[config.mk]
export PLATFORM = sky130hd
export DESIGN_NAME = mfx_core
export DESIGN_NICKNAME = d
export VERILOG_FILES = /design/src/rtl/mfx_pkg.sv /design/src/rtl/mfx_op_decode.sv /design/src/rtl/mfx_core.sv
export VERILOG_INCLUDE_DIRS = /design/src /design/src/rtl
export SDC_FILE = /design/constraint.sdc
export NUM_CORES = 1
export LEC_CHECK = 0
export BUFFER_PORTS_ARGS = -buffer_cell sky130_fd_sc_hd__buf_2
export CAP_MARGIN = 10
export CELL_PAD_IN_SITES_DETAIL_PLACEMENT = 1
export CELL_PAD_IN_SITES_GLOBAL_PLACEMENT = 1
export CORE_UTILIZATION = 39
export DETAILED_ROUTE_END_ITERATION = 10
export PLACE_DENSITY = 0.77
export SLEW_MARGIN = 20
export SYNTH_ARGS = -nofsm -noshare
export SYNTH_HDL_FRONTEND = slang
export SYNTH_SLANG_ARGS = --single-unit
export TNS_END_PERCENT = 100
[constraint.sdc]
create_clock -name sys_clk_in -period 2.3 [get_ports sys_clk_in]
set_input_delay 0 -clock sys_clk_in [delete_from_list [all_inputs] [get_ports sys_clk_in]]
set_output_delay 0 -clock sys_clk_in [all_outputs]
set_load 0.01 [all_outputs]
[src/rtl/mfx_defines.svh]
// Constants for the memory field extender
// Notes on behaviour
// [RL1] Drive a 3-bit extended address selecting one of eight 4096-word fields.
// [RL2] Active code bank never increments when the program counter wraps.
// [RL3] Fetches, direct operands and indirect pointers use the active code bank.
// [RL4] Indirect and/add/isz/deposit operands use the operand bank; jumps use code bank.
// [RL5] Operand bank only in execute directly after indirect phase of those four.
// [RL6] Pending bank copies to active bank on next jump/call or commit op.
// [RL7] No jump/call copy when fetched from control panel memory.
// [RL8] Interrupt grant saves pending and operand banks, then clears all three banks.
// [RL9] Changing the pending bank sets the interrupt block latch until jump/call.
// [RL10] Get flags: latch on bit 3, saved banks on bits 6-11, both control lines low.
// [RL11] Return flags: accumulator bits 6-8 to pending, 9-11 to operand in state six.
// [RL12] Change operand bank loads field number from instruction; accumulator untouched.
// [RL13] Change code bank loads pending bank and sets the block latch.
// [RL14] Combined code loads both banks and sets the block latch.
// [RL15] Read operand bank onto bits 6-8, others zero, control line 1 low.
// [RL16] Read code bank the same way as the operand bank read.
// [RL17] Read saved banks onto bits 6-11, control line 1 low.
// [RL18] Restore loads pending and operand banks from saved banks, sets block latch.
// [RL19] Commit op copies pending bank to active bank and clears block latch.
// [RL20] System reset clears operand and code banks.
// [RL21] During an I/O execute the control lines name the operation.
// [RL22] Respond only with peripheral select and a matching operation code.
`ifndef MFX_DEFINES_SVH
`define MFX_DEFINES_SVH

`define MFX_FIELD_WORDS    4096
`define MFX_OP_GET_FLAGS   12'hc04
`define MFX_OP_RET_FLAGS   12'hc05
`define MFX_OP_READ_OPB    12'hc8c
`define MFX_OP_READ_CODE   12'hc94
`define MFX_OP_READ_SAVED  12'hc9c
`define MFX_OP_RESTORE     12'hca4
`define MFX_OP_COMMIT      12'hcac
`define MFX_CHG_PREFIX     6'h32
`define MFX_SUB_CHG_OPB    3'h1
`define MFX_SUB_CHG_CODE   3'h2
`define MFX_SUB_CHG_BOTH   3'h3
`define MFX_BANK_RESET     3'h0
`define MFX_SAVED_RESET    6'h00
`define MFX_BIT_LATCH      8
`define MFX_OPC_AND        3'h0
`define MFX_OPC_DCA        3'h3
`define MFX_OPC_JMS        3'h4
`define MFX_OPC_JMP        3'h5

`endif

[src/rtl/mfx_pkg.sv]
// Types shared by the memory field extender files
package mfx_pkg;
    typedef struct packed {
        logic       ctl0_low;
        logic       ctl1_low;
        logic [11:0] data;
        logic       drive;
    } mfx_io_reply_type;

    typedef enum logic [3:0] {
        MFX_NONE, MFX_GTF, MFX_RTF, MFX_CHG_OPB, MFX_CHG_CODE, MFX_CHG_BOTH,
        MFX_RD_OPB, MFX_RD_CODE, MFX_RD_SAVED, MFX_RESTORE, MFX_COMMIT
    } mfx_op_type;
endpackage

[src/rtl/mfx_op_decode.sv]
// Decoder of transfer instruction words for the memory field extender
`timescale 1ns/1ps
`include "mfx_defines.svh"
module mfx_op_decode
(
    input  wire logic [11:0]        instr_in,
    input  wire logic               sel_in,
    output mfx_pkg::mfx_op_type     op_out
);
    always_comb
    begin
        op_out = mfx_pkg::MFX_NONE;
        if (sel_in)                                                   // [RL22]
        begin
            if (instr_in == `MFX_OP_GET_FLAGS)
                op_out = mfx_pkg::MFX_GTF;
            else if (instr_in == `MFX_OP_RET_FLAGS)
                op_out = mfx_pkg::MFX_RTF;
            else if (instr_in == `MFX_OP_READ_OPB)
                op_out = mfx_pkg::MFX_RD_OPB;
            else if (instr_in == `MFX_OP_READ_CODE)
                op_out = mfx_pkg::MFX_RD_CODE;
            else if (instr_in == `MFX_OP_READ_SAVED)
                op_out = mfx_pkg::MFX_RD_SAVED;
            else if (instr_in == `MFX_OP_RESTORE)
                op_out = mfx_pkg::MFX_RESTORE;
            else if (instr_in == `MFX_OP_COMMIT)
                op_out = mfx_pkg::MFX_COMMIT;
            else if (instr_in[11:6] == `MFX_CHG_PREFIX)
            begin
                if (instr_in[2:0] == `MFX_SUB_CHG_OPB)
                    op_out = mfx_pkg::MFX_CHG_OPB;
                else if (instr_in[2:0] == `MFX_SUB_CHG_CODE)
                    op_out = mfx_pkg::MFX_CHG_CODE;
                else if (instr_in[2:0] == `MFX_SUB_CHG_BOTH)
                    op_out = mfx_pkg::MFX_CHG_BOTH;
            end
        end
    end
endmodule

[src/rtl/mfx_core.sv]
// Memory field extender: bank registers, address extension, interrupt gating
`timescale 1ns/1ps
`include "mfx_defines.svh"
module mfx_core
(
    input  wire logic        sys_clk_in,
    input  wire logic        srst_in,
    input  wire logic        reset_n_in,
    input  wire logic [11:0] instr_in,
    input  wire logic        peripheral_select_n_in,
    input  wire logic        io_state_six_in,
    input  wire logic [11:0] multiplexed_bus_lines_in,
    input  wire logic        exec_phase_in,
    input  wire logic        indirect_prev_in,
    input  wire logic        panel_fetch_in,
    input  wire logic        operand_bank_select_in,
    input  wire logic        interrupt_grant_cycle_in,
    input  wire logic        dev_irq_in,
    output logic [2:0]       ext_addr_out,
    output logic [11:0]      multiplexed_bus_lines_out,
    output logic             multiplexed_bus_lines_oe_n_out,
    output logic             io_control_line_0_oe_n_out,
    output logic             io_control_line_1_oe_n_out,
    output logic             interrupt_request_line_out,
    output logic             interrupt_block_latch_out
);
    // ------------------------------------------------------------
    // Input synchronisers
    // ------------------------------------------------------------
    logic [4:0] sync1_reg;
    logic [4:0] sync2_reg;
    logic [4:0] sync_next;
    logic       rst_pin_n;
    logic       sel_n;
    logic       state_six;
    logic       grant;
    logic       irq_src;
    always_comb
    begin
        sync_next = {reset_n_in, peripheral_select_n_in, io_state_six_in,
                     interrupt_grant_cycle_in, dev_irq_in};
    end
    always_ff @(posedge sys_clk_in)
    begin
        if (srst_in)
        begin
            sync1_reg <= 5'h1_8;
            sync2_reg <= 5'h1_8;
        end
        else
        begin
            sync1_reg <= sync_next;
            sync2_reg <= sync1_reg;
        end
    end
    assign {rst_pin_n, sel_n, state_six, grant, irq_src} = sync2_reg;

    // ------------------------------------------------------------
    // Instruction decode and event edges
    // ------------------------------------------------------------
    mfx_pkg::mfx_op_type op;
    logic six_prev_reg;
    logic grant_prev_reg;
    logic six_rise;
    logic grant_rise;
    mfx_op_decode u_dec
    (
        .instr_in (instr_in),
        .sel_in   (~sel_n),
        .op_out   (op)
    );
    always_ff @(posedge sys_clk_in)
    begin
        if (srst_in)
        begin
            six_prev_reg   <= 1'b0;
            grant_prev_reg <= 1'b0;
        end
        else
        begin
            six_prev_reg   <= state_six;
            grant_prev_reg <= grant;
        end
    end
    assign six_rise   = state_six & ~six_prev_reg;
    assign grant_rise = grant & ~grant_prev_reg;

    // Jump or call in execute phase from either memory; panel fetches are excluded at the copy
    logic is_jump;
    logic is_operand_op;
    assign is_jump       = exec_phase_in && (instr_in[11:9] == `MFX_OPC_JMP || instr_in[11:9] == `MFX_OPC_JMS);
    assign is_operand_op = instr_in[11:9] <= `MFX_OPC_DCA;

    // ------------------------------------------------------------
    // Bank registers
    // ------------------------------------------------------------
    logic [2:0] code_bank_reg;
    logic [2:0] code_bank_next;
    logic [2:0] operand_bank_reg;
    logic [2:0] operand_bank_next;
    logic [2:0] pending_bank_reg;
    logic [2:0] pending_bank_next;
    logic [5:0] saved_banks_reg;
    logic [5:0] saved_banks_next;
    logic       block_reg;
    logic       block_next;
    logic       jump_done_reg;
    logic       jump_done_next;
    always_comb
    begin
        code_bank_next    = code_bank_reg;
        operand_bank_next = operand_bank_reg;
        pending_bank_next = pending_bank_reg;
        saved_banks_next  = saved_banks_reg;
        block_next        = block_reg;
        jump_done_next    = is_jump;
        if (!rst_pin_n)
        begin
            code_bank_next    = `MFX_BANK_RESET;                    // [RL20]
            operand_bank_next = `MFX_BANK_RESET;                    // [RL20]
            pending_bank_next = `MFX_BANK_RESET;
            block_next        = 1'b0;
        end
        else if (grant_rise)
        begin
            // Pending bank on top, so a get-flags reply feeds return flags unchanged
            saved_banks_next  = {pending_bank_reg, operand_bank_reg}; // [RL8]
            code_bank_next    = `MFX_BANK_RESET;                    // [RL8]
            pending_bank_next = `MFX_BANK_RESET;
            operand_bank_next = `MFX_BANK_RESET;
        end
        else if (six_rise)
        begin
            unique case (op)
                mfx_pkg::MFX_RTF:
                begin
                    pending_bank_next = multiplexed_bus_lines_in[5:3];   // [RL11]
                    operand_bank_next = multiplexed_bus_lines_in[2:0];   // [RL11]
                    block_next        = 1'b1;                            // [RL9]
                end
                mfx_pkg::MFX_CHG_OPB:
                    operand_bank_next = instr_in[5:3];                   // [RL12]
                mfx_pkg::MFX_CHG_CODE:
                begin
                    pending_bank_next = instr_in[5:3];                   // [RL13]
                    block_next        = 1'b1;                            // [RL9]
                end
                mfx_pkg::MFX_CHG_BOTH:
                begin
                    operand_bank_next = instr_in[5:3];                   // [RL14]
                    pending_bank_next = instr_in[5:3];                   // [RL14]
                    block_next        = 1'b1;
                end
                mfx_pkg::MFX_RESTORE:
                begin
                    pending_bank_next = saved_banks_reg[5:3];            // [RL18]
                    operand_bank_next = saved_banks_reg[2:0];            // [RL18]
                    block_next        = 1'b1;
                end
                mfx_pkg::MFX_COMMIT:
                begin
                    code_bank_next = pending_bank_reg;                   // [RL19]
                    block_next     = 1'b0;                               // [RL19]
                end
                default:
                begin
                end
            endcase
        end
        else if (is_jump && !jump_done_reg && !panel_fetch_in)       // [RL7]
        begin
            code_bank_next = pending_bank_reg;                           // [RL6]
            block_next     = 1'b0;                                       // [RL9]
        end
    end
    always_ff @(posedge sys_clk_in)
    begin
        if (srst_in)
        begin
            code_bank_reg    <= `MFX_BANK_RESET;
            operand_bank_reg <= `MFX_BANK_RESET;
            pending_bank_reg <= `MFX_BANK_RESET;
            saved_banks_reg  <= `MFX_SAVED_RESET;
            block_reg        <= 1'b0;
            jump_done_reg    <= 1'b0;
        end
        else
        begin
            code_bank_reg    <= code_bank_next;
            operand_bank_reg <= operand_bank_next;
            pending_bank_reg <= pending_bank_next;
            saved_banks_reg  <= saved_banks_next;
            block_reg        <= block_next;
            jump_done_reg    <= jump_done_next;
        end
    end

    // ------------------------------------------------------------
    // Extended address
    // ------------------------------------------------------------
    // Code bank has no carry input, so program counter wrap cannot touch it
    logic use_operand;
    logic [2:0] ext_addr_reg;
    assign use_operand = operand_bank_select_in && exec_phase_in && indirect_prev_in && is_operand_op; // [RL5]
    always_ff @(posedge sys_clk_in)
    begin
        if (srst_in)
            ext_addr_reg <= `MFX_BANK_RESET;
        else
            ext_addr_reg <= use_operand ? operand_bank_reg : code_bank_reg; // [RL1] [RL2] [RL3] [RL4]
    end
    assign ext_addr_out = ext_addr_reg;

    // ------------------------------------------------------------
    // Transfer replies
    // ------------------------------------------------------------
    mfx_pkg::mfx_io_reply_type reply;
    mfx_pkg::mfx_io_reply_type reply_reg;
    always_comb
    begin
        reply = '{ctl0_low: 1'b0, ctl1_low: 1'b0, data: 12'h000, drive: 1'b0};
        unique case (op)
            mfx_pkg::MFX_GTF:
            begin
                reply.data[`MFX_BIT_LATCH] = block_reg;                  // [RL10]
                reply.data[5:0] = saved_banks_reg;                       // [RL10]
                reply.ctl0_low = 1'b1;                                   // [RL10] [RL21]
                reply.ctl1_low = 1'b1;
                reply.drive    = 1'b1;
            end
            mfx_pkg::MFX_RD_OPB:
            begin
                reply.data[5:3] = operand_bank_reg;                      // [RL15]
                reply.ctl1_low = 1'b1;                                   // [RL21]
                reply.drive    = 1'b1;
            end
            mfx_pkg::MFX_RD_CODE:
            begin
                reply.data[5:3] = code_bank_reg;                         // [RL16]
                reply.ctl1_low = 1'b1;
                reply.drive    = 1'b1;
            end
            mfx_pkg::MFX_RD_SAVED:
            begin
                reply.data[5:0] = saved_banks_reg;                       // [RL17]
                reply.ctl1_low = 1'b1;
                reply.drive    = 1'b1;
            end
            default:
            begin
            end
        endcase
    end
    always_ff @(posedge sys_clk_in)
    begin
        if (srst_in)
            reply_reg <= '{ctl0_low: 1'b0, ctl1_low: 1'b0, data: 12'h000, drive: 1'b0};
        else
            reply_reg <= reply;
    end
    // Bus bit 0 is the most significant; data is held LSB-numbered internally
    assign multiplexed_bus_lines_out      = reply_reg.data;
    assign multiplexed_bus_lines_oe_n_out = ~reply_reg.drive;
    assign io_control_line_0_oe_n_out     = ~reply_reg.ctl0_low;
    assign io_control_line_1_oe_n_out     = ~reply_reg.ctl1_low;
    assign interrupt_request_line_out     = irq_src & ~block_reg;        // [RL9]
    assign interrupt_block_latch_out      = block_reg;
endmodule

# Word level (Yosys, flattened, before mapping)
# Cells that the tools add are included.
totals:
  ff_bits: 46
  latchBits: 0
  ramBits: 0
  mem_bits_ro: 0
  input_bits: 35
  output_inout_bits: 20
  wordCells: 105
  n_memories: 0
op_classes:
  add_sub_neg: 0
  mul: 0
  n_div: 0
  magnitude_cmp: 1
  n_eq_ne: 25
  n_shift: 0
  n_mux: 24
  n_bitwise: 12
  reduce_logical: 26
op_table:
  columns: ["operator", "n"]
  rows:
  - ["$eq 12x12->1 const B", 7]
  - ["$mux 4", 11]
  - ["$pmux 3 s3", 3]
  - ["$eq 4x3->1 const B", 4]
  - ["$mux 3", 5]
  - ["$eq 4x4->1 const B", 3]
  - ["$reduce_or 2->1", 6]
  - ["$not 1->1", 9]
  - ["$eq 4x2->1 const B", 2]
  - ["$reduce_and 2->1", 4]
  - ["$reduce_or 4->1", 2]
  - ["$eq 3x2->1 const B", 2]
  - ["$eq 3x3->1 const B", 2]
  - ["$eq 6x6->1 const B", 1]
  - ["$logic_and 1x1->1", 6]
  - ["$reduce_bool 3->1", 2]
  - ["$eq 4x1->1 const B", 1]
  - ["$mux 1", 4]
  - ["$and 1x1->1", 3]
  - ["$eq 3x1->1 const B", 1]
  - ["$le 3x2->1 const B", 1]
  - ["$ne 3x2->1 const B", 1]
  - ["$reduce_and 3->1", 1]
  - ["$reduce_or 3->1", 1]
  - ["other kinds (5)", 6]

# Logic depth before layout (Yosys ltp)
depth:
  word_depth: 17
  depth_mapped: 8
  depth_no_buf: 6

# By module
# A second synthesis with hierarchy kept.
unflattened:
  hier_cells: 221
  hier_area_um2: 2040.7
modules_own_cells:
  columns: ["mod", "n_inst", "cells_per_inst", "area_per_inst_um2"]
  rows:
  - ["mfx_core", 1, 189, 1786.7]
  - ["mfx_op_decode", 1, 32, 254.0]

# Least setup slack after synthesis
# Ideal clock, no wire load.
synth_timing:
  path_kind: "reg2reg"
  start: "register sync2_reg[3]"
  end: "register block_reg, in the netlist interrupt_block_latch_out"
  arrival_time_ps: 1801
  required_ps: 2230
  path_slack_ps: 429
  path_stages_with_launch: 9
  synth_period_minus_slack_ps: 1871
  cell_sequence: "dfxtp_1 > nor3b_1 > and3_1 > clkbuf_1 > and3_1 > clkbuf_1 > a2bb2oi_2 > a211o_1 > a21oi_1"
synth_via:
  elab_chain_len: 5
  word_cells_on_any_way: 11
  classes_between: "eq/ne: 6; mux: 3; reduce/logical: 2"
synth_rtl:
  columns: ["item", "line", "source"]
  rows:
  - ["start, declared", "mfx_core.sv:31", "logic [4:0] sync2_reg;"]
  - ["start signal, assigned", "mfx_core.sv:53", "sync2_reg <= sync1_reg;"]
  - ["$mux 4 *", "mfx_op_decode.sv:13", "if (sel_in)"]
  - ["$eq 4x4->1 (tied with other cells)", "mfx_core.sv:134", "unique case (op)"]
  - ["$reduce_or 4->1 (no source line)", null, null]
  - ["$ne 3x2->1 (no source line) or $pmux 1 s2 (tied branches)", null, null]
  - ["$reduce_and 3->1 (no source line) or $mux 1 (tied branches)", null, null]
  - ["end signal, assigned", "mfx_core.sv:193", "block_reg <= block_next;"]
  - ["end, declared", "mfx_core.sv:105", "logic block_reg;"]
# Every way passes the cells marked *; elsewhere a longest branch is shown, timed or not.
# A chain may end at the register's enable or synchronous reset.

# Worst setup path in the final report
layout_timing:
  start: "register sync2_reg[3]"
  end: "register reply_reg (netlist bit multiplexed_bus_lines_out[5])"
layout_via:
  elab_chain_len: 4
  word_cells_on_any_way: 7
  classes_between: "eq/ne: 4; mux: 2; reduce/logical: 1"
layout_rtl:
  columns: ["item", "line", "source"]
  rows:
  - ["$mux 4 *", "mfx_op_decode.sv:13", null]
  - ["$eq 4x4->1 or $eq 4x1->1 (tied branches)", "mfx_core.sv:222", "unique case (op)"]
  - ["$reduce_or 2->1 (no source line)", null, null]
  - ["$pmux 3 s3 *", "mfx_core.sv:222", null]
  - ["end signal, assigned", "mfx_core.sv:257", "reply_reg <= '{ctl0_low: 1'b0, ctl1_low: 1'b0, data: 12'h000, drive: 1'b0};"]
  - ["end signal, assigned", "mfx_core.sv:259", "reply_reg <= reply;"]
  - ["end, declared", "mfx_core.sv:218", "mfx_pkg::mfx_io_reply_type reply_reg;"]
# Marks and branches as above.

==> metrics.md <==
| Metric | Value |
|---|---|
| Cells after synthesis | `231` |
| CP Class | `register to register` |
| Critical Path Source Type | `register` |
| Leakage | `0.953 nW` |
| Worst Path Arrival | `2.25 ns` |
| Synthesis-stage register bit count | `41` |
| Worst Hold Launch | `multiplexed_bus_lines_in[4]` |
| Area Overhead vs Synth | `16.6%` |
| CP max FO | `10` |
| CTS root buffer | `clkbuf_8` |
| CP max stage cell | `a211oi_4` |
| Initial antenna violation count | `0` |
| Yosys Warn Count | `0` |
| Total chip power | `1.43 mW` |
| Vias per cell | `5.22` |
| Initial Util | `40.6%` |
| PwrDens | `593 mW/mm^2` |
| CTS clk-pin slew, worst paths | `0.08 ns` |
| Post-route cell area | `0.00242 mm^2` |
| Row cnt | `26` |
| Wire per inst | `14.7 um` |
| Clock Skew | `0.00218 ns` |
| Distinct cells, synth | `48` |
| Worst vdd ir | `0.000401 V` |
| Port bufs | `43` |
| Initial drt markers | `89` |
| Crit end category | `register` |
| TritonCTS Buffers | `5` |
| Worst r2r src | `sync2_reg[3]$_SDFF_PP1_` |
| Worst Setup SP | `sync2_reg[3]$_SDFF_PP1_` |
| Worst slew pin tran | `0.609 ns` |
| Final setup fails | `0` |
| # IOs | `55` |
| Commonest non-fill, non-tap cells in the layout | `buf_2, dfxtp_1, nor2b_1, a21oi_1` |
| CTS tree | `done` |
| Final Hold Fails | `0` |
| Maximum clock path buffer count | `2` |
| FFs w/ async S/R, synth | `0%` |
| Layout cell share with drive strength beyond 1 | `26.1%` |
| Avg Inst Size Synth | `8.98 um^2` |
| Sequential-to-total area share from yosys stat | `39.6%` |
| Min-Delay Path Class | `input port to register` |
| Final nets | `302` |
| Die Wd | `74.9 um` |
| Post-Route WL | `4960 um` |
| First-pass GRT wire length | `7690 um` |
| Largest net degree at the start of global routing | `32` |
| Antenna diodes | `0` |
| Reg-to-reg slack, setup | `0.27 ns` |
| RSZ-0062 raised after global routing | `false` |
| CP bufs+invs | `0` |
| Status | `completed` |
| GRT Overall Usage | `18.6%` |
| Tmin final | `2.03 ns` |
| # DRC | `0` |
| Max cap viols | `0` |
| Detail Placement HPWL | `3710 um` |
| CTS Sinks | `41` |
| Max frequency | `491 MHz` |
| H-Tree Depth | `2` |
| Vias in the first global route | `1,652` |
| Core Area | `0.00511 mm^2` |
| DR vias | `1,763` |
| Clk Latency, worst-skew pair | `0.29 ns` |
| CP delay by family, top | `simple AND/OR/NAND/NOR gates` |
| Commonest non-fill, non-tap cell in the layout | `buf_2` |
| Final count of pins violating max slew | `0` |
| Max FFs per register | `7` |
| Netlist Area Pre-Place | `0.00207 mm^2` |
| Required time of the critical path | `2.52 ns` |
| Post-DP Area | `0.00225 mm^2` |
| Crit path cell chain | `nor3b_1, nand2_1, a211oi_4, nand3_1, or2_2, a21oi_1` |
| Antenna Violating Nets Remaining | `0` |
| Worst slew margin | `59.3%` |
| Hold slack | `0.00615 ns` |
| Largest stage delay on the critical path | `0.47 ns` |
| Period utilization | `88.5%` |
| Die height | `74.9 um` |
| Final TNS setup | `0 ns` |
| EDFF count, synth | `0` |
| Top FF cell, synth | `dfxtp_1` |
| Final Wtd Congestion | `0.914` |
| TritonRoute pass-1 iters | `4` |
| GRT overflow | `0` |
| Full die area | `0.00561 mm^2` |
-- through the flow --
step / util (%) / std cells / setup slack [ns]
5_1_grt: 47.3 / 338 / 0.0484
6_report: 47.3 / 338 / 0.265
4_1_cts: 47.3 / 338 / 0.193
3_3_place_gp: 44.1 / 325 / 0.244
3_5_place_dp: 44.1 / 325 / 0.194
2_1_floorplan: - / 235 / 0.429
-- tightest hold or removal path, delay by kind of cell --
family          cells  cell delay (ns)
compound gates      2             0.18
buf+inv             1             0.08
-- power by group --
| part | switching [mW] | internal (mW) | leakage [nW] |
|---|---|---|---|
| Combinational | 0.0659 | 0.0537 | 0.562 |
| Sequential | 0.00464 | 0.719 | 0.333 |
| Clock | 0.236 | 0.354 | 0.0585 |
| Total | 0.307 | 1.13 | 0.953 |
-- repair_timing --
item,CTS,global route
setup endpoints to repair,0,1
gates resized for setup,0,0
hold buffers,5,0
setup buffers,0,0
endpoints found under the hold margin,5,0
-- routing by layer --
layer	track usage, %	up-vias	part of all wire (%)
met1	22.4	844	44
li1	-	877	-
met2	33.0	34	51
met3	3.88	8	3.4
met5	0	-	0
met4	6.08	0	1.5
-- worst paths after layout --
check | end | cells past startpoint
worst min-delay path | pending_bank_reg[1]$_SDFFE_PP0P_ | 3
worst max-delay path | multiplexed_bus_lines_out[5]$_SDFF_PP0_ | 6
worst max register to register | multiplexed_bus_lines_out[5]$_SDFF_PP0_ | 6
worst min register to register | sync2_reg[3]$_SDFF_PP1_ | 1
-- synthesized netlist by cell type, types with 2 or more instances --
master    count  area, um^2
and2_1        3        18.8
nor2_1       12        45.0
a32o_1        3        30.0
o21ai_1       3        15.0
clkbuf_1      9        33.8
dfxtp_1      41         821
inv_1         9        33.8
nand4_1       4        25.0
a32oi_1       3        26.3
or3b_2        2        17.5
and3_1        3        18.8
a21o_1        2        15.0
o21ai_0      10        50.1
or2_2         8        50.1
nor3_1        3        15.0
buf_4        14         105
a221oi_1      3        26.3
nor4_1        3        18.8
nand3b_1      4        30.0
nor2b_1      13        81.3
nand2b_1      4        25.0
nand3_1       9        45.0
mux2i_1       9        90.1
nor3b_1       7        52.6
a211oi_1      3        22.5
nand2_1      12        45.0
a21oi_1      13        65.1
o211ai_1      2        15.0
-- logic make-up after synthesis --
kind of cell,share of synthesized area [%]
xor gates and xnor gates,0.845
muxes,4.35
DFF,39.6
and+or+nand+nor,26.8
other,0.181
AOI/OAI and AO/OA,19.1
buffers and inverters,9.11
-- cell type report --
type	count	area, um^2
fillers	641	2690
multi-input cells	160	1080
flip-flops and latches	41	821
repair buffers	50	280
well taps	70	87.6
clock buffers	7	86.3
inverters	9	33.8
clock inverters	1	30.0
Note: power is estimated with default switching activity, not from simulation.
